===== src/verilog/flow_pkg.sv =====
package flow_pkg;

  // ==========================================================
  // Register offsets
  localparam logic [3:0] OFS_OPT2 = 4'h0;
  localparam logic [3:0] OFS_OPT3 = 4'h1;
  localparam logic [3:0] OFS_SC1  = 4'h2;
  localparam logic [3:0] OFS_SC2  = 4'h3;
  localparam logic [3:0] OFS_SC3  = 4'h4;
  localparam logic [3:0] OFS_SC4  = 4'h5;
  localparam logic [3:0] OFS_FTHR = 4'h6;
  localparam logic [3:0] OFS_DTHR = 4'h7;
  localparam logic [3:0] OFS_SPECIAL_TX_COMMAND_REG = 4'h8;
  localparam logic [3:0] OFS_CSR  = 4'h9;
  localparam logic [3:0] OFS_RIS  = 4'ha;
  localparam logic [3:0] OFS_TPR  = 4'hb;
  localparam logic [3:0] OFS_CHN  = 4'hc;
  localparam logic [3:0] OFS_MSV  = 4'hd;
  localparam logic [3:0] OFS_DIV  = 4'he;

  // ==========================================================
  // Field positions
  localparam int OPT2_ANY     = 7;
  localparam int OPT2_INBAND  = 6;
  localparam int OPT2_ETC     = 5;
  localparam int OPT2_CTS     = 1;
  localparam int OPT2_SYNC    = 0;
  localparam int OPT3_DISCARD = 5;
  localparam int OPT3_DETECT  = 4;
  localparam int OPT3_SEVEN   = 0;
  localparam int SPECIAL_TX_COMMAND_REG_SEND    = 3;
  localparam int CSR_RXOFF    = 4;
  localparam int CSR_RXON     = 3;
  localparam int CSR_TXOFF    = 2;
  localparam int CSR_TXON     = 1;
  localparam int RIS_BREAK    = 0;
  localparam int CHN_TXEN     = 0;
  localparam int CHN_RXEN     = 1;
  localparam int CHN_RESET    = 2;
  localparam int MSV_RTS      = 0;
  localparam int MSV_DTR      = 1;
  localparam int MSV_CTS      = 2;
  localparam int MSV_DSR      = 3;

  // ==========================================================
  // Reset values
  localparam logic [7:0] RST_REG = 8'h00;
  localparam logic [7:0] RST_TPR = 8'h09;
  localparam logic       RST_PIN = 1'b1;

  // ==========================================================
  // Escape codes and character timing
  localparam logic [7:0]  ESC_LEAD    = 8'h00;
  localparam logic [7:0]  ESC_BRK_ON  = 8'h81;
  localparam logic [7:0]  ESC_DELAY   = 8'h82;
  localparam logic [7:0]  ESC_BRK_OFF = 8'h83;
  localparam logic [7:0]  ESC_NUL7    = 8'h80;
  localparam logic [15:0] CHAR_BITS_7 = 16'h0009;
  localparam logic [15:0] CHAR_BITS_8 = 16'h000a;
  localparam int unsigned CLK_MHZ         = 125;
  localparam int unsigned TICK_UNIT_US    = 100;
  localparam int unsigned TICK_CYCLES_DEF = TICK_UNIT_US * CLK_MHZ;

  // ==========================================================
  // Types
  typedef enum logic [1:0] {ESC_IDLE, ESC_ZERO, ESC_COUNT} esc_type;

  typedef struct packed {
    logic       last;
    logic [7:0] data;
  } tx_byte_type;

  typedef struct packed {
    logic       err;
    logic [7:0] data;
  } rx_char_type;

  typedef struct packed {
    logic       exc;
    logic [7:0] data;
  } rx_out_type;

  typedef struct packed {
    logic [7:0] div;
    logic       seven;
  } ser_cfg_type;

endpackage : flow_pkg


===== src/verilog/char_shifter.sv =====
`timescale 1ns/1ns
module char_shifter (
  // Clock and reset
  input  wire logic                  clk,
  input  wire logic                  rst,
  // Line format
  input  wire flow_pkg::ser_cfg_type cfg,
  // Character load and break request
  input  wire logic                  brk_req,
  input  wire logic                  ld_valid,
  input  wire logic [7:0]            ld_data,
  // Status and line
  output logic                       ld_ready,
  output logic                       empty,
  output logic                       txd,
  output logic                       brk_line
);

  typedef struct packed {
    logic        full;
    logic [7:0]  hold;
    logic        busy;
    logic [9:0]  shreg;
    logic [3:0]  bitn;
    logic [11:0] tcnt;
    logic        txd;
    logic        brk;
  } shifter_type;

  shifter_type q;
  shifter_type n;
  logic [3:0]  last;
  logic [11:0] period;

  // ==========================================================
  // Holding register feeds shift register; start, data, stop
  always_comb begin
    n      = q;
    last   = cfg.seven ? 4'(flow_pkg::CHAR_BITS_7 - 16'h0001) : 4'(flow_pkg::CHAR_BITS_8 - 16'h0001);
    period = {cfg.div, 4'hf};
    if (q.busy) begin
      if (q.tcnt != 12'h000) begin
        n.tcnt = q.tcnt - 12'h001;
      end else if (q.bitn == last) begin
        n.busy = 1'b0;
      end else begin
        n.tcnt  = period;
        n.bitn  = q.bitn + 4'h1;
        n.shreg = {1'b1, q.shreg[9:1]};
        n.txd   = q.shreg[1];
      end
    end else if (q.full) begin
      // Queued character always beats a break request
      n.full  = 1'b0;
      n.busy  = 1'b1;
      n.shreg = cfg.seven ? {2'b11, q.hold[6:0], 1'b0} : {1'b1, q.hold, 1'b0};
      n.bitn  = 4'h0;
      n.tcnt  = period;
      n.txd   = 1'b0;
      n.brk   = 1'b0;
    end else begin
      n.txd = ~brk_req;
      n.brk = brk_req;
    end
    if (ld_valid && !q.full) begin
      n.full = 1'b1;
      n.hold = ld_data;
    end
    if (rst) begin
      n     = '0;
      n.txd = flow_pkg::RST_PIN;
    end
  end

  // State register
  always_ff @(posedge clk) begin
    q <= n;
  end

  assign ld_ready = ~q.full;
  assign empty    = ~q.full & ~q.busy;
  assign txd      = q.txd;
  assign brk_line = q.brk;

endmodule : char_shifter


===== src/verilog/async_flow_control_and_break.sv =====
`timescale 1ns/1ns
module async_flow_control_and_break #(
  parameter int unsigned TICK_CYCLES = flow_pkg::TICK_CYCLES_DEF
) (
  // Clock and reset
  input  wire logic                  MCLK,
  input  wire logic                  SYS_RST,
  // Register port
  input  wire logic [3:0]            ADDR,
  input  wire logic [7:0]            WDATA,
  input  wire logic                  WR,
  input  wire logic                  RD,
  output logic [7:0]                 RDATA,
  // Transmit stream from host
  input  wire logic                  TX_VALID,
  input  wire flow_pkg::tx_byte_type TX_BYTE,
  output logic                       TX_READY,
  // Received characters and receive FIFO fill
  input  wire logic                  RX_CHAR_VALID,
  input  wire flow_pkg::rx_char_type RX_CHAR,
  input  wire logic [4:0]            RX_FIFO_LEVEL,
  output logic                       RX_OUT_VALID,
  output flow_pkg::rx_out_type       RX_OUT,
  // Line and modem pins
  input  wire logic                  RXD,
  input  wire logic                  CTS_N,
  input  wire logic                  DSR_N,
  output logic                       TXD,
  output logic                       RTS_N,
  output logic                       DTR_N
);

  typedef struct packed {
    logic [7:0]           opt2;
    logic [7:0]           opt3;
    logic [3:0][7:0]      sc;
    logic [3:0]           fthr;
    logic [3:0]           dthr;
    logic [3:0]           special_tx_command_reg;
    logic [7:0]           tick_prescaler;
    logic [7:0]           div;
    logic                 txen;
    logic                 rxen;
    logic                 msv_rts;
    logic                 msv_dtr;
    logic                 tx_stop;
    logic                 tx_resume;
    logic                 rx_stop;
    logic                 rx_resume;
    logic                 brk_stat;
    logic                 cts1;
    logic                 cts2;
    logic                 dsr1;
    logic                 dsr2;
    logic                 rxd1;
    logic                 rxd2;
    logic [15:0]          rxlow;
    logic                 dtr_n;
    logic                 rts_n;
    logic [7:0]           rdata;
    logic                 rxo_valid;
    flow_pkg::rx_out_type rxo;
    logic                 in_free;
    flow_pkg::tx_byte_type in_byte;
    flow_pkg::esc_type    esc;
    logic                 brk_req;
    logic [15:0]          brk_cnt;
    logic                 brk_done;
    logic [7:0]           delay;
    logic [7:0]           pre;
    logic [15:0]          unit;
    logic                 in_frame;
  } state_type;

  state_type             q;
  state_type             n;
  logic                  ld_valid;
  logic [7:0]            ld_data;
  logic                  ser_ready;
  logic                  ser_empty;
  logic                  ser_txd;
  logic                  ser_brk;
  flow_pkg::ser_cfg_type cfg;

  // ==========================================================
  // Character time in clocks; bit period is (div + 1) * 16
  function automatic logic [15:0] char_cycles(input logic [7:0] div, input logic seven);
    logic [15:0] per;
    per         = ({8'h00, div} + 16'h0001) << 4;
    char_cycles = per * (seven ? flow_pkg::CHAR_BITS_7 : flow_pkg::CHAR_BITS_8);
  endfunction : char_cycles

  // ==========================================================
  // Next state
  always_comb begin
    logic        is_flow;
    logic        det_on;
    logic        flow_ok;
    logic        cts_ok;
    logic        send_ok;
    logic        seven;
    logic [7:0]  b;
    logic [15:0] ct;
    n        = q;
    is_flow  = 1'b0;
    flow_ok  = 1'b0;
    cts_ok   = 1'b0;
    send_ok  = 1'b0;
    ld_valid = 1'b0;
    ld_data  = 8'h00;
    seven    = q.opt3[flow_pkg::OPT3_SEVEN];
    det_on   = q.opt3[flow_pkg::OPT3_DETECT] & q.opt2[flow_pkg::OPT2_INBAND];
    b        = q.in_byte.data;
    ct       = char_cycles(q.div, seven);

    // Pin synchronisers
    n.cts1 = CTS_N;
    n.cts2 = q.cts1;
    n.dsr1 = DSR_N;
    n.dsr2 = q.dsr1;
    n.rxd1 = RXD;
    n.rxd2 = q.rxd1;

    // Bus writes first, so hardware sets below win over clears
    if (WR) begin
      if (ADDR == flow_pkg::OFS_OPT2) begin
        n.opt2 = WDATA;
      end else if (ADDR == flow_pkg::OFS_OPT3) begin
        n.opt3 = WDATA;
      end else if (ADDR == flow_pkg::OFS_SC1) begin
        n.sc[0] = WDATA;
      end else if (ADDR == flow_pkg::OFS_SC2) begin
        n.sc[1] = WDATA;
      end else if (ADDR == flow_pkg::OFS_SC3) begin
        n.sc[2] = WDATA;
      end else if (ADDR == flow_pkg::OFS_SC4) begin
        n.sc[3] = WDATA;
      end else if (ADDR == flow_pkg::OFS_FTHR) begin
        n.fthr = WDATA[3:0];
      end else if (ADDR == flow_pkg::OFS_DTHR) begin
        n.dthr = WDATA[3:0];
      end else if (ADDR == flow_pkg::OFS_SPECIAL_TX_COMMAND_REG) begin
        n.special_tx_command_reg = WDATA[3:0];
      end else if (ADDR == flow_pkg::OFS_RIS) begin
        if (WDATA[flow_pkg::RIS_BREAK]) n.brk_stat = 1'b0;
      end else if (ADDR == flow_pkg::OFS_TPR) begin
        n.tick_prescaler = WDATA;
      end else if (ADDR == flow_pkg::OFS_MSV) begin
        n.msv_rts = WDATA[flow_pkg::MSV_RTS];
        n.msv_dtr = WDATA[flow_pkg::MSV_DTR];
      end else if (ADDR == flow_pkg::OFS_DIV) begin
        n.div = WDATA;
      end else if (ADDR == flow_pkg::OFS_CHN) begin
        n.txen = WDATA[flow_pkg::CHN_TXEN];
        n.rxen = WDATA[flow_pkg::CHN_RXEN];
        if (WDATA[flow_pkg::CHN_TXEN] != q.txen) begin
          n.tx_stop   = 1'b0;
          n.tx_resume = 1'b0;
        end
        if (WDATA[flow_pkg::CHN_RXEN] != q.rxen) begin
          n.rx_stop   = 1'b0;
          n.rx_resume = 1'b0;
        end
        if (WDATA[flow_pkg::CHN_RESET]) begin
          // Channel reset drops flags and any half-done escape
          n.tx_stop   = 1'b0;
          n.tx_resume = 1'b0;
          n.rx_stop   = 1'b0;
          n.rx_resume = 1'b0;
          n.special_tx_command_reg      = 4'h0;
          n.esc       = flow_pkg::ESC_IDLE;
          n.brk_req   = 1'b0;
          n.delay     = 8'h00;
          n.in_free   = 1'b1;
          n.in_frame  = 1'b0;
        end
      end
    end

    // Read data stand for one cycle only
    n.rdata = 8'h00;
    if (RD) begin
      if (ADDR == flow_pkg::OFS_OPT2) begin
        n.rdata = q.opt2;
      end else if (ADDR == flow_pkg::OFS_OPT3) begin
        n.rdata = q.opt3;
      end else if (ADDR == flow_pkg::OFS_SC1) begin
        n.rdata = q.sc[0];
      end else if (ADDR == flow_pkg::OFS_SC2) begin
        n.rdata = q.sc[1];
      end else if (ADDR == flow_pkg::OFS_SC3) begin
        n.rdata = q.sc[2];
      end else if (ADDR == flow_pkg::OFS_SC4) begin
        n.rdata = q.sc[3];
      end else if (ADDR == flow_pkg::OFS_FTHR) begin
        n.rdata[3:0] = q.fthr;
      end else if (ADDR == flow_pkg::OFS_DTHR) begin
        n.rdata[3:0] = q.dthr;
      end else if (ADDR == flow_pkg::OFS_SPECIAL_TX_COMMAND_REG) begin
        n.rdata[3:0] = q.special_tx_command_reg;
      end else if (ADDR == flow_pkg::OFS_CSR) begin
        n.rdata[flow_pkg::CSR_RXOFF] = q.rx_stop;
        n.rdata[flow_pkg::CSR_RXON]  = q.rx_resume;
        n.rdata[flow_pkg::CSR_TXOFF] = q.tx_stop;
        n.rdata[flow_pkg::CSR_TXON]  = q.tx_resume;
      end else if (ADDR == flow_pkg::OFS_RIS) begin
        n.rdata[flow_pkg::RIS_BREAK] = q.brk_stat;
      end else if (ADDR == flow_pkg::OFS_TPR) begin
        n.rdata = q.tick_prescaler;
      end else if (ADDR == flow_pkg::OFS_CHN) begin
        n.rdata[flow_pkg::CHN_TXEN] = q.txen;
        n.rdata[flow_pkg::CHN_RXEN] = q.rxen;
      end else if (ADDR == flow_pkg::OFS_MSV) begin
        n.rdata[flow_pkg::MSV_RTS] = q.msv_rts;
        n.rdata[flow_pkg::MSV_DTR] = q.msv_dtr;
        n.rdata[flow_pkg::MSV_CTS] = q.cts2;
        n.rdata[flow_pkg::MSV_DSR] = q.dsr2;
      end else if (ADDR == flow_pkg::OFS_DIV) begin
        n.rdata = q.div;
      end
    end

    // ==========================================================
    // Receive side: flow characters from the remote
    n.rxo_valid = 1'b0;
    if (RX_CHAR_VALID && q.rxen) begin
      if (det_on && !RX_CHAR.err) begin
        if (RX_CHAR.data == q.sc[1]) begin
          is_flow     = 1'b1;
          n.tx_stop   = 1'b1;
          n.tx_resume = 1'b0;
        end else if (RX_CHAR.data == q.sc[0]) begin
          is_flow = 1'b1;
          if (q.tx_stop) begin
            n.tx_stop   = 1'b0;
            n.tx_resume = 1'b1;
          end
        end else if (q.tx_stop && q.opt2[flow_pkg::OPT2_ANY]) begin
          n.tx_stop   = 1'b0;
          n.tx_resume = 1'b1;
        end
      end
      if (!is_flow) n.rx_resume = 1'b0;
      if (!(is_flow && q.opt3[flow_pkg::OPT3_DISCARD])) begin
        n.rxo_valid = 1'b1;
        n.rxo.data  = RX_CHAR.data;
        n.rxo.exc   = is_flow;
      end
    end

    // Break on RXD: flag once per low stretch
    if (!q.rxd2) begin
      if (q.rxlow == ct - 16'h0001) n.brk_stat = 1'b1;
      if (q.rxlow != ct) n.rxlow = q.rxlow + 16'h0001;
    end else begin
      n.rxlow = 16'h0000;
    end

    // Automatic terminal-ready with hysteresis, else plain outputs
    if (q.dthr != 4'h0) begin
      if (RX_FIFO_LEVEL > {1'b0, q.fthr} && RX_FIFO_LEVEL > {1'b0, q.dthr}) begin
        n.dtr_n = 1'b1;
      end else if (RX_FIFO_LEVEL < {1'b0, q.dthr}) begin
        n.dtr_n = 1'b0;
      end
    end else begin
      n.dtr_n = q.msv_dtr;
    end
    n.rts_n = q.msv_rts;

    // ==========================================================
    // Transmit gating; only the holding load is gated, so what is
    // already in holding and shift registers still goes out
    flow_ok = ~(q.tx_stop & det_on);
    cts_ok  = ~q.opt2[flow_pkg::OPT2_CTS] | ~q.cts2;
    if (q.opt2[flow_pkg::OPT2_SYNC] && q.in_frame) cts_ok = 1'b1;
    send_ok = q.txen & flow_ok & cts_ok & ~q.special_tx_command_reg[flow_pkg::SPECIAL_TX_COMMAND_REG_SEND]
            & ~q.brk_req & (q.delay == 8'h00) & ser_ready;

    // Special send ignores every gate but waits for an idle line
    if (q.special_tx_command_reg[flow_pkg::SPECIAL_TX_COMMAND_REG_SEND] && ser_empty) begin
      if (q.special_tx_command_reg[2:0] >= 3'h1 && q.special_tx_command_reg[2:0] <= 3'h4) begin
        ld_valid = 1'b1;
        ld_data  = q.sc[q.special_tx_command_reg[1:0] - 2'h1];
        if (q.special_tx_command_reg[2:0] == 3'h1) begin
          n.rx_resume = 1'b1;
          n.rx_stop   = 1'b0;
        end else if (q.special_tx_command_reg[2:0] == 3'h2) begin
          n.rx_stop   = 1'b1;
          n.rx_resume = 1'b0;
        end
      end
      n.special_tx_command_reg = 4'h0;
    end else if (!q.in_free) begin
      // Host stream and embedded command decoding
      case (q.esc)
        flow_pkg::ESC_IDLE: begin
          if (q.opt2[flow_pkg::OPT2_ETC] && b == flow_pkg::ESC_LEAD) begin
            n.esc     = flow_pkg::ESC_ZERO;
            n.in_free = 1'b1;
          end else if (send_ok) begin
            ld_valid  = 1'b1;
            ld_data   = (q.opt2[flow_pkg::OPT2_ETC] && seven && b == flow_pkg::ESC_NUL7) ? 8'h00 : b;
            n.in_free = 1'b1;
          end
        end
        flow_pkg::ESC_ZERO: begin
          if (b == flow_pkg::ESC_BRK_ON) begin
            n.brk_req  = 1'b1;
            n.brk_done = 1'b0;
            n.brk_cnt  = 16'h0000;
            n.esc      = flow_pkg::ESC_IDLE;
            n.in_free  = 1'b1;
          end else if (b == flow_pkg::ESC_DELAY) begin
            n.esc     = flow_pkg::ESC_COUNT;
            n.in_free = 1'b1;
          end else if (b == flow_pkg::ESC_BRK_OFF) begin
            if (!q.brk_req || q.brk_done) begin
              n.brk_req = 1'b0;
              n.esc     = flow_pkg::ESC_IDLE;
              n.in_free = 1'b1;
            end
          end else if (send_ok) begin
            // Doubled zero sends one NUL; any other code goes out as data
            ld_valid  = 1'b1;
            ld_data   = b;
            n.esc     = flow_pkg::ESC_IDLE;
            n.in_free = 1'b1;
          end
        end
        flow_pkg::ESC_COUNT: begin
          if (ser_empty) begin
            n.delay   = b;
            n.pre     = q.tick_prescaler;
            n.unit    = 16'(TICK_CYCLES - 1);
            n.esc     = flow_pkg::ESC_IDLE;
            n.in_free = 1'b1;
          end
        end
        default: n.esc = flow_pkg::ESC_IDLE;
      endcase
    end

    if (ld_valid && !q.special_tx_command_reg[flow_pkg::SPECIAL_TX_COMMAND_REG_SEND]) begin
      n.tx_resume = 1'b0;
      n.in_frame  = ~q.in_byte.last;
    end
    if (q.in_free && TX_VALID) begin
      n.in_byte = TX_BYTE;
      n.in_free = 1'b0;
    end

    // Minimum break length counts only while the line is low
    if (!q.brk_req) begin
      n.brk_cnt  = 16'h0000;
      n.brk_done = 1'b0;
    end else if (ser_brk && !q.brk_done) begin
      if (q.brk_cnt == ct - 16'h0001) n.brk_done = 1'b1;
      n.brk_cnt = q.brk_cnt + 16'h0001;
    end

    // Delay in ticks of (prescaler + 1) units; line keeps its level
    if (q.delay != 8'h00) begin
      if (q.unit != 16'h0000) begin
        n.unit = q.unit - 16'h0001;
      end else begin
        n.unit = 16'(TICK_CYCLES - 1);
        if (q.pre == 8'h00) begin
          n.pre   = q.tick_prescaler;
          n.delay = q.delay - 8'h01;
        end else begin
          n.pre = q.pre - 8'h01;
        end
      end
    end

    if (SYS_RST) begin
      n         = '0;
      n.tick_prescaler     = flow_pkg::RST_TPR;
      n.opt2    = flow_pkg::RST_REG;
      n.msv_rts = flow_pkg::RST_PIN;
      n.msv_dtr = flow_pkg::RST_PIN;
      n.rts_n   = flow_pkg::RST_PIN;
      n.dtr_n   = flow_pkg::RST_PIN;
      n.cts1    = flow_pkg::RST_PIN;
      n.cts2    = flow_pkg::RST_PIN;
      n.dsr1    = flow_pkg::RST_PIN;
      n.dsr2    = flow_pkg::RST_PIN;
      n.rxd1    = flow_pkg::RST_PIN;
      n.rxd2    = flow_pkg::RST_PIN;
      n.in_free = 1'b1;
      n.esc     = flow_pkg::ESC_IDLE;
    end
  end

  // State register
  always_ff @(posedge MCLK) begin
    q <= n;
  end

  assign cfg.div   = q.div;
  assign cfg.seven = q.opt3[flow_pkg::OPT3_SEVEN];

  // ==========================================================
  // Character engine
  char_shifter u_shifter (
    .clk      (MCLK),
    .rst      (SYS_RST),
    .cfg      (cfg),
    .brk_req  (q.brk_req),
    .ld_valid (ld_valid),
    .ld_data  (ld_data),
    .ld_ready (ser_ready),
    .empty    (ser_empty),
    .txd      (ser_txd),
    .brk_line (ser_brk)
  );

  // Outputs straight from flip-flops
  assign RDATA        = q.rdata;
  assign TX_READY     = q.in_free;
  assign RX_OUT_VALID = q.rxo_valid;
  assign RX_OUT       = q.rxo;
  assign TXD          = ser_txd;
  assign RTS_N        = q.rts_n;
  assign DTR_N        = q.dtr_n;

endmodule : async_flow_control_and_break


===== config.mk =====
export PLATFORM = sky130hd
export DESIGN_NAME = async_flow_control_and_break
export DESIGN_NICKNAME = d
export VERILOG_FILES = /design/src/verilog/flow_pkg.sv /design/src/verilog/char_shifter.sv /design/src/verilog/async_flow_control_and_break.sv
export SDC_FILE = /design/constraint.sdc
export NUM_CORES = 1
export LEC_CHECK = 0
export ABC_AREA = 1
export BUFFER_PORTS_ARGS = -buffer_cell sky130_fd_sc_hd__buf_2
export CORE_ASPECT_RATIO = 0.5
export CORE_MARGIN = 3
export CORE_UTILIZATION = 30
export DETAILED_ROUTE_END_ITERATION = 8
export SLEW_MARGIN = 20
export SYNTH_ARGS = -nofsm -noshare
export SYNTH_HDL_FRONTEND = slang
export SYNTH_SLANG_ARGS = --single-unit

===== constraint.sdc =====
create_clock -name MCLK -period 5.1 [get_ports MCLK]
set_input_delay 0.51 -clock MCLK [delete_from_list [all_inputs] [get_ports MCLK]]
set_output_delay 0.51 -clock MCLK [all_outputs]
set_load 0.01 [all_outputs]

==> results of run 1 <==
-- state kept, by name, indices dropped and copies added, names as in the netlist --
signal              count
DTR_N                   1
RDATA                   8
RTS_N                   1
RX_OUT                  9
RX_OUT_VALID            1
TX_READY                1
cfg                     9
q                     160
u_shifter.brk_line      1
u_shifter.q            35
u_shifter.txd           1
-- worst max-delay path by stage --
stage / from / end / slack [ps]
after CTS: cfg[1] / q[105] / 830
after global routing: cfg[1] / q[83] / 320
after floorplan: cfg[1] / q[105] / 1310
after detailed placement: cfg[1] / q[105] / 850
after global placement: cfg[1] / q[105] / 950
final: cfg[1] / q[83] / 840
-- cell usage in the layout (no fill, tap or decap), types with 7 or more instances in the layout --
cell type and count:
a31oi_1 10, clkbuf_16 26, nand3_1 118, buf_4 8
dfxtp_1 227, o22ai_1 11, inv_1 280, a211oi_1 33
nor3_1 29, o21ai_0 163, nand4_1 39, o211ai_1 12
buf_2 64, inv_2 9, xor2_1 36, nand2_2 9
nand2_1 413, xnor2_1 15, nand3b_1 8, nor4_1 16
or2_2 7, nor2_2 7, nor2_1 180, ha_1 39
a21oi_1 188
-- per-stage QoR --
step | cells | hold slack [ps]
6_report | 2611 | 129
5_1_grt | 2611 | 126
3_5_place_dp | 2565 | 394
4_1_cts | 2610 | 113
2_1_floorplan | 1991 | 389
3_3_place_gp | 2565 | 394
-- power breakdown --
| part | switching (uW) | leakage, uW | total [uW] | internal, uW |
|---|---|---|---|---|
| logic | 922 | 0.00386 | 1380 | 458 |
| registers | 94.4 | 0.00184 | 1980 | 1890 |
| clock network | 819 | 0.000427 | 1940 | 1120 |
| total | 1830 | 0.00612 | 5300 | 3470 |
-- layout make-up --
class	count	area share, %
Multi-Input combinational cell	1396	49.0
Sequential cell	227	30.4
Inverter	293	7.36
Clock buffer	35	4.92
Tap cell	577	4.83
Timing Repair Buffer	72	2.55
Clock inverter	10	0.921
Antenna cell	1	0.0168
-- worst register-to-register path, stage by stage, from the launching register on --
cell      delay (ps)
dfxtp_1          440
inv_2            120
nor3_1           350
nand4_1          170
nor2_1           140
xor2_1           190
nor2_1            60
ha_1             310
inv_1             50
fa_1             520
inv_1             40
ha_1             340
nand2_1          110
inv_1             40
a21oi_1          170
nand3b_1         100
nand2_1          200
inv_1            110
nand2_1           70
nand4_1          110
nor2_1           180
nand3_1          150
nand2_1           90
nand2_1           40
nor2_1           100
-- cells by family (layout without fill, tap and decap cells) --
logic type,Yosys count,count (layout),share of synthesized area [%]
xor+xnor,51,51,3.35
other cells,1,4,0.0281
compound gates,453,453,19.0
fa+ha+maj,45,45,4.56
flops,227,227,34.1
buf+inv,368,410,11.1
simple gates,844,844,27.9
-- routing by layer --
metal / vias up / share of wire (%)
met1: 5935 / 48
li1: 6621 / -
met3: 66 / 5.7
met2: 320 / 44
met4: 0 / 2.6
met5: - / 0
==> results by group, run 1 <==
Status
  • Outcome: finished clean

Timing
  • Final WS setup: ~840 ps
  • Min Tclk post-route: 4260 ps
  • Clock Skews: just under 30 ps
  • Tcrit/Tclk final: around 84%
  • Hold Fails Final Rpt: 0
  • RSZ-0062 raised after global routing: false
  • Worst slew pin tran: 966 ps
  • # setup viols final: 0
  • Slew headroom: 35.3%
  • Slew Limit Fails: 0
  • Fmax: approximately 230 MHz
  • Final setup TNS: 0 ps

Detailed routing
  • DRT Pass-1 Iters: 5
  • Wire per inst: about 15 um
  • DR vias/cell: slightly below 5
  • Total Routed Length: around 40000 um
  • Starting DRT DRC Count: between 1000 and 1500
  • Via count: ~13000
  • Post-DRT Antenna Nets: 0
  • DRC: 0

Placed design
  • DP Worst Slack: between 800 and 900 ps
  • Gpl congestion: a little over 0.9
  • DP HPWL: 29100 um
  • IO Port Bufs: 65
  • Post-place instance area: ~14000 um2

Layout
  • # fillers: between 4000 and 5000
  • Core Util, Final: between 30% and 40%
  • Final-stage net count: roughly 2100
  • Register area: around 4500 um2
  • Design area: around 15000 um2
  • Area of the multi-input gates: approximately 7300 um2
  • Area Overhead vs Synth: 12.1%
  • Layout cells sized above 1: about 8%

Critical path
  • Critical path depth: 24
  • Reg-to-reg critical path startpoint: cfg[1]
  • Crit path DAT: 4750 ps
  • Slowest CP cell: fa_1
  • Worst Setup Start Kind: flip-flop
  • Critical Path RT: 5590 ps
  • Crit Path Category: reg -> reg
  • CP bufs+invs: 5
  • Crit path top cell by count: nand2_1
  • CP peak stage delay: between 500 and 600 ps
  • R2R cell count: 24
  • CP top delay family: simple AND/OR/NAND/NOR gates
  • R2R Setup Slk: approximately 840 ps
  • Ordered list of cells on the worst path: inv_2 -> nor3_1 -> nand4_1 -> nor2_1 -> xor2_1 -> nor2_1 -> ha_1 -> inv_1 -> fa_1 -> inv_1 -> ha_1 -> nand2_1 -> inv_1 -> a21oi_1 -> nand3b_1 -> nand2_1 -> inv_1 -> nand2_1 -> nand4_1 -> nor2_1 -> nand3_1 -> nand2_1 -> nand2_1 -> nor2_1
  • Reg2reg end: q[83]
  • CP endpoint kind: flip-flop
  • Worst-path fanout max: 6

Floorplan
  • I/O pin cnt: between 60 and 70
  • Core area: ~43000 um2
  • Die Y: 155 um
  • Initial core utilization: a little over 30%
  • Die W: about 300 um
  • Die area: approximately 47000 um2
  • # rows: 53

Logic synthesis
  • Post-synth top cells: nand2_1 (413), inv_1 (280), dfxtp_1 (227)
  • Mapped Area: between 10000 and 15000 um2
  • Syn. warnings: 0
  • Most common cell in the synthesized netlist: nand2_1
  • Yosys top cell area share: about a third
  • Async SR Flop Fraction: 0%
  • Dominant synthesized flop cell: dfxtp_1
  • Syn avg cell area: roughly 6.7 um2
  • Post-synth EDFFs: 0
  • Register area share after synthesis: roughly 34%
  • Largest area contributor in the synthesized netlist: dfxtp_1
  • Mapped Cells: between 1500 and 2000
  • FF+latch count, synth: around 230
  • Post-synthesis cell type count: 55
  • Top cells by area, synth: dfxtp_1 (34%), nand2_1 (12%), inv_1 (7.9%), a21oi_1 (7.1%), o21ai_0 (6.1%)

Clock tree
  • Post-CTS setup buffers: 0
  • CTS clock-pin slew for the worst setup and hold paths: 60 ps
  • Bufs on Longest Clock Path: 3
  • CTS resizes: 0
  • Clock Latency Late Sink: between 500 and 600 ps
  • CTS tree: done
  • Clock sink count: roughly 230
  • Clock root cell: clkbuf_16
  • H-tree depth: 1
  • Hold_buf cts: 0
  • TritonCTS Buffers: 26

Min path
  • Hold EP: q[104]
  • Min-delay worst type: in -> reg
  • Hold Startpoint: CTS_N
  • Hold path depth: 2

GRT
  • First-pass GRT wire length: ~63000 um
  • GR Util All Layers: between 10% and 20%
  • Vias in the first global route: 12000
  • Antenna violations before repair: 1
  • Largest net degree at the start of global routing: 60
  • Busiest grt layer: met2
  • Met1 usage: between 20% and 30%
  • Met3 Resource Use GR: roughly 2.5%
  • Congestion Overflow GR: 0
  • Grt met2 use: between 20% and 30%

Pwr
  • Max rail drop VDD: roughly 200 uV
  • Static leakage: 0.00612 uW
  • P per Cell Area: roughly 350 nW/um2
  • Tot Pwr: 5300 uW

Flow run
  • Max-cap violations: 0
(Power assumes the default switching activity.)
==> run 2: changes to the inputs <==
==> constraint.sdc (replaced) <==
create_clock -name MCLK -period 3.5 [get_ports MCLK]
set_input_delay 0.35 -clock MCLK [delete_from_list [all_inputs] [get_ports MCLK]]
set_output_delay 0.35 -clock MCLK [all_outputs]
set_load 0.01 [all_outputs]
==> run 2 against run 1 <==
Effect of this change: the flow now finishes with violations (setup timing); clock-buffer cell count decreased by 1; sequential power increased by 46%; sequential share of layout area decreased by 1.7 points; critical endpoint is now q[105]; largest power group is now clock.
==> results by group, run 2 (same netlist as run 1, synthesis figures left out) <==
Timing
  • Hold Fails Final Rpt: 0 (unchanged)
  • Final WS setup: -246 ps (was 840 ps)
  • Clock Skews: 11.7 ps (was 29.6 ps)
  • Slew headroom: 42.7% (was 35.3%)
  • Slew Limit Fails: 0 (unchanged)
  • Min Tclk post-route: 3750 ps (was 4260 ps)
  • Worst slew pin tran: 856 ps (was 966 ps)
  • RSZ-0062 raised after global routing: true (was false)
  • Final setup TNS: -1020 ps (was 0 ps)
  • # setup viols final: 5 (was 0)
  • Fmax: 267 MHz (was 235 MHz)
  • Tcrit/Tclk final: 107% (was 83.5%)

Pwr
  • Tot Pwr: 7870 uW (was 5300 uW)
  • Static leakage: 0.00655 uW (was 0.00612 uW)
  • Max rail drop VDD: 343 uV (was 199 uV)
  • P per Cell Area: 497 nW/um2 (was 355 nW/um2)

Clock tree
  • H-tree depth: 1 (unchanged)
  • TritonCTS Buffers: 25 (was 26)
  • CTS tree: done (unchanged)
  • Clock Latency Late Sink: 560 ps (was 580 ps)
  • CTS clock-pin slew for the worst setup and hold paths: 60 ps (about the same)
  • Clock root cell: clkbuf_16 (unchanged)
  • Clock sink count: 227 (unchanged)
  • Bufs on Longest Clock Path: 3 (unchanged)

GRT
  • GR Util All Layers: 16.4% (was 16.2%)
  • Vias in the first global route: 12200 (was 12000)
  • Largest net degree at the start of global routing: 72 (was 60)
  • Congestion Overflow GR: 0 (unchanged)
  • Antenna violations before repair: 3 (was 1)
  • First-pass GRT wire length: 64200 um (was 63100 um)

Layout
  • Layout cells sized above 1: 13.3% (was 8.07%)
  • Fin cells: 2685 (was 2611)
  • Top flop regs: q x160, u_shifter.q x35 (unchanged)
  • Biggest register: q (unchanged)
  • Max reg flops: 160 (unchanged)
  • Area Overhead vs Synth: 18.8% (was 12.1%)
  • Final-stage net count: 2177 (was 2105)
  • Commonest cells after routing, fill and taps aside: nand2_1 (401), inv_1 (271), dfxtp_1 (225), a21oi_1 (185), nor2_1 (175) (was nand2_1 (413), inv_1 (280), dfxtp_1 (227), a21oi_1 (188), nor2_1 (180))
  • Most common cell after layout, fill and taps aside: nand2_1 (unchanged)

Floorplan
  • I/O pin cnt: 66 (unchanged)
  • Die Y: 155 um (unchanged)
  • Initial core utilization: 31.1% (unchanged)
  • Die W: 304 um (unchanged)
  • # rows: 53 (unchanged)
  • Die area: 47100 um2 (unchanged)
  • Core area: 42900 um2 (unchanged)

Detailed routing
  • Starting DRT DRC Count: 997 (was 1150)
  • DR vias/cell: 4.91 (was 4.96)
  • Via count: 13200 (was 12900)
  • Wire per inst: 14.8 um (was 15.1 um)
  • DRC: 0 (unchanged)
  • Post-DRT Antenna Nets: 0 (unchanged)
  • DRT Pass-1 Iters: 6 (was 5)
  • Total Routed Length: 39900 um (was 39500 um)

Placed design
  • Gpl congestion: 0.936 (was 0.910)
  • DP Cell Count: 2623 (was 2565)
  • DP HPWL: 29400 um (was 29100 um)
  • IO Port Bufs: 65 (unchanged)
  • DP Worst Slack: -309 ps (was 854 ps)

Critical path
  • CP endpoint kind: flip-flop (unchanged)
  • R2R Setup Slk: -250 ps (was 840 ps)
  • Critical Path RT: 3980 ps (was 5590 ps)
  • Worst-path fanout max: 6 (unchanged)
  • R2R cell count: 23 (was 24)
  • Crit path DAT: 4230 ps (was 4750 ps)
  • Crit Path Category: reg -> reg (unchanged)
  • Worst Setup Start Kind: flip-flop (unchanged)

Min path
  • Hold path depth: 3 (was 2)
  • Min-delay worst type: in -> reg (unchanged)

Status
  • Violated checks: setup timing
  • Outcome: finished, violations left (was finished clean)

Flow run
  • Max-cap violations: 0 (unchanged)
[run 2: cell types whose count changed in the layout (fill, tap and decap cells not counted), moves of 5 or more]
cell     previous run  this run
nand2_1           413       401
ha_1               39        33
buf_4               8        73
ha_4                0         6
inv_2               9        17
inv_1             280       271
nand2_2             9        16
nor2_1            180       175
[run 2: final timing paths]
| kind | startpoint | end |
|---|---|---|
| worst max-delay path | cfg[1] | q[105] |
| worst max register to register | cfg[1] | q[105] |
| worst min register to register | q[102] | q[101] |
| worst min-delay path | RX_CHAR[2] | RX_OUT[2] |
[run 2: layout make-up]
type | count | area [um2]
fill | 4517 | 27100
multi-input combinational | 1396 | 7600
sequential | 227 | 4550
inverter | 293 | 1100
timing repair buffer | 145 | 963
tap | 577 | 722
clock buffer | 34 | 699
clock inverter | 10 | 194
antenna | 3 | 7.51
[run 2: metal layers]
| metal | vias up | global-route usage, % | wire length, um |
|---|---|---|---|
| li1 | 6762 | - | - |
| met4 | 0 | 4.72 | 953 |
| met3 | 64 | 2.23 | 1960 |
| met1 | 6064 | 22.3 | 18800 |
| met5 | - | 0 | 0 |
| met2 | 299 | 27.3 | 18100 |
[run 2: per-stage QoR]
step / hold slack (ps) / area (um2) / utilization [%]
2_1_floorplan: 389 / 13400 / -
3_3_place_gp: 396 / 14600 / 34.0
3_5_place_dp: 402 / 14600 / 34.0
4_1_cts: 59.2 / 15700 / 36.5
5_1_grt: 73.1 / 15800 / 36.9
6_report: 82.9 / 15800 / 36.9
[run 2: timing repair]
item                                    CTS  global route
hold buffers                              3             0
endpoints found under the setup margin    5             5
pin swaps                                33            41
buffers inserted                          4             8
endpoints found under the hold margin     3             0
resized for setup                        29            27
gates cloned                              0             0
[run 2: report_power, final]
| part | switching (uW) | leakage [uW] | internal [uW] |
|---|---|---|---|
| logic | 1340 | 0.00427 | 719 |
| registers | 135 | 0.00184 | 2750 |
| clock network | 1150 | 0.000439 | 1770 |
[run 2: worst max-delay path, stage by stage, from the launching register on]
cell and delay, ps:
dfxtp_4 380, inv_4 40, nor3_4 210, nand4_1 130, nor2_1 150, xor2_1 180
nor2_1 70, ha_1 290, inv_2 40, fa_1 550, inv_2 50, ha_4 240
nand2_4 80, inv_2 40, a21oi_2 190, nand3_2 150, nand2_8 140, xor2_2 160
nand2_1 60, nand2_1 70, nand4_1 80, nor2_1 130, nand2_1 90, a21oi_2 130
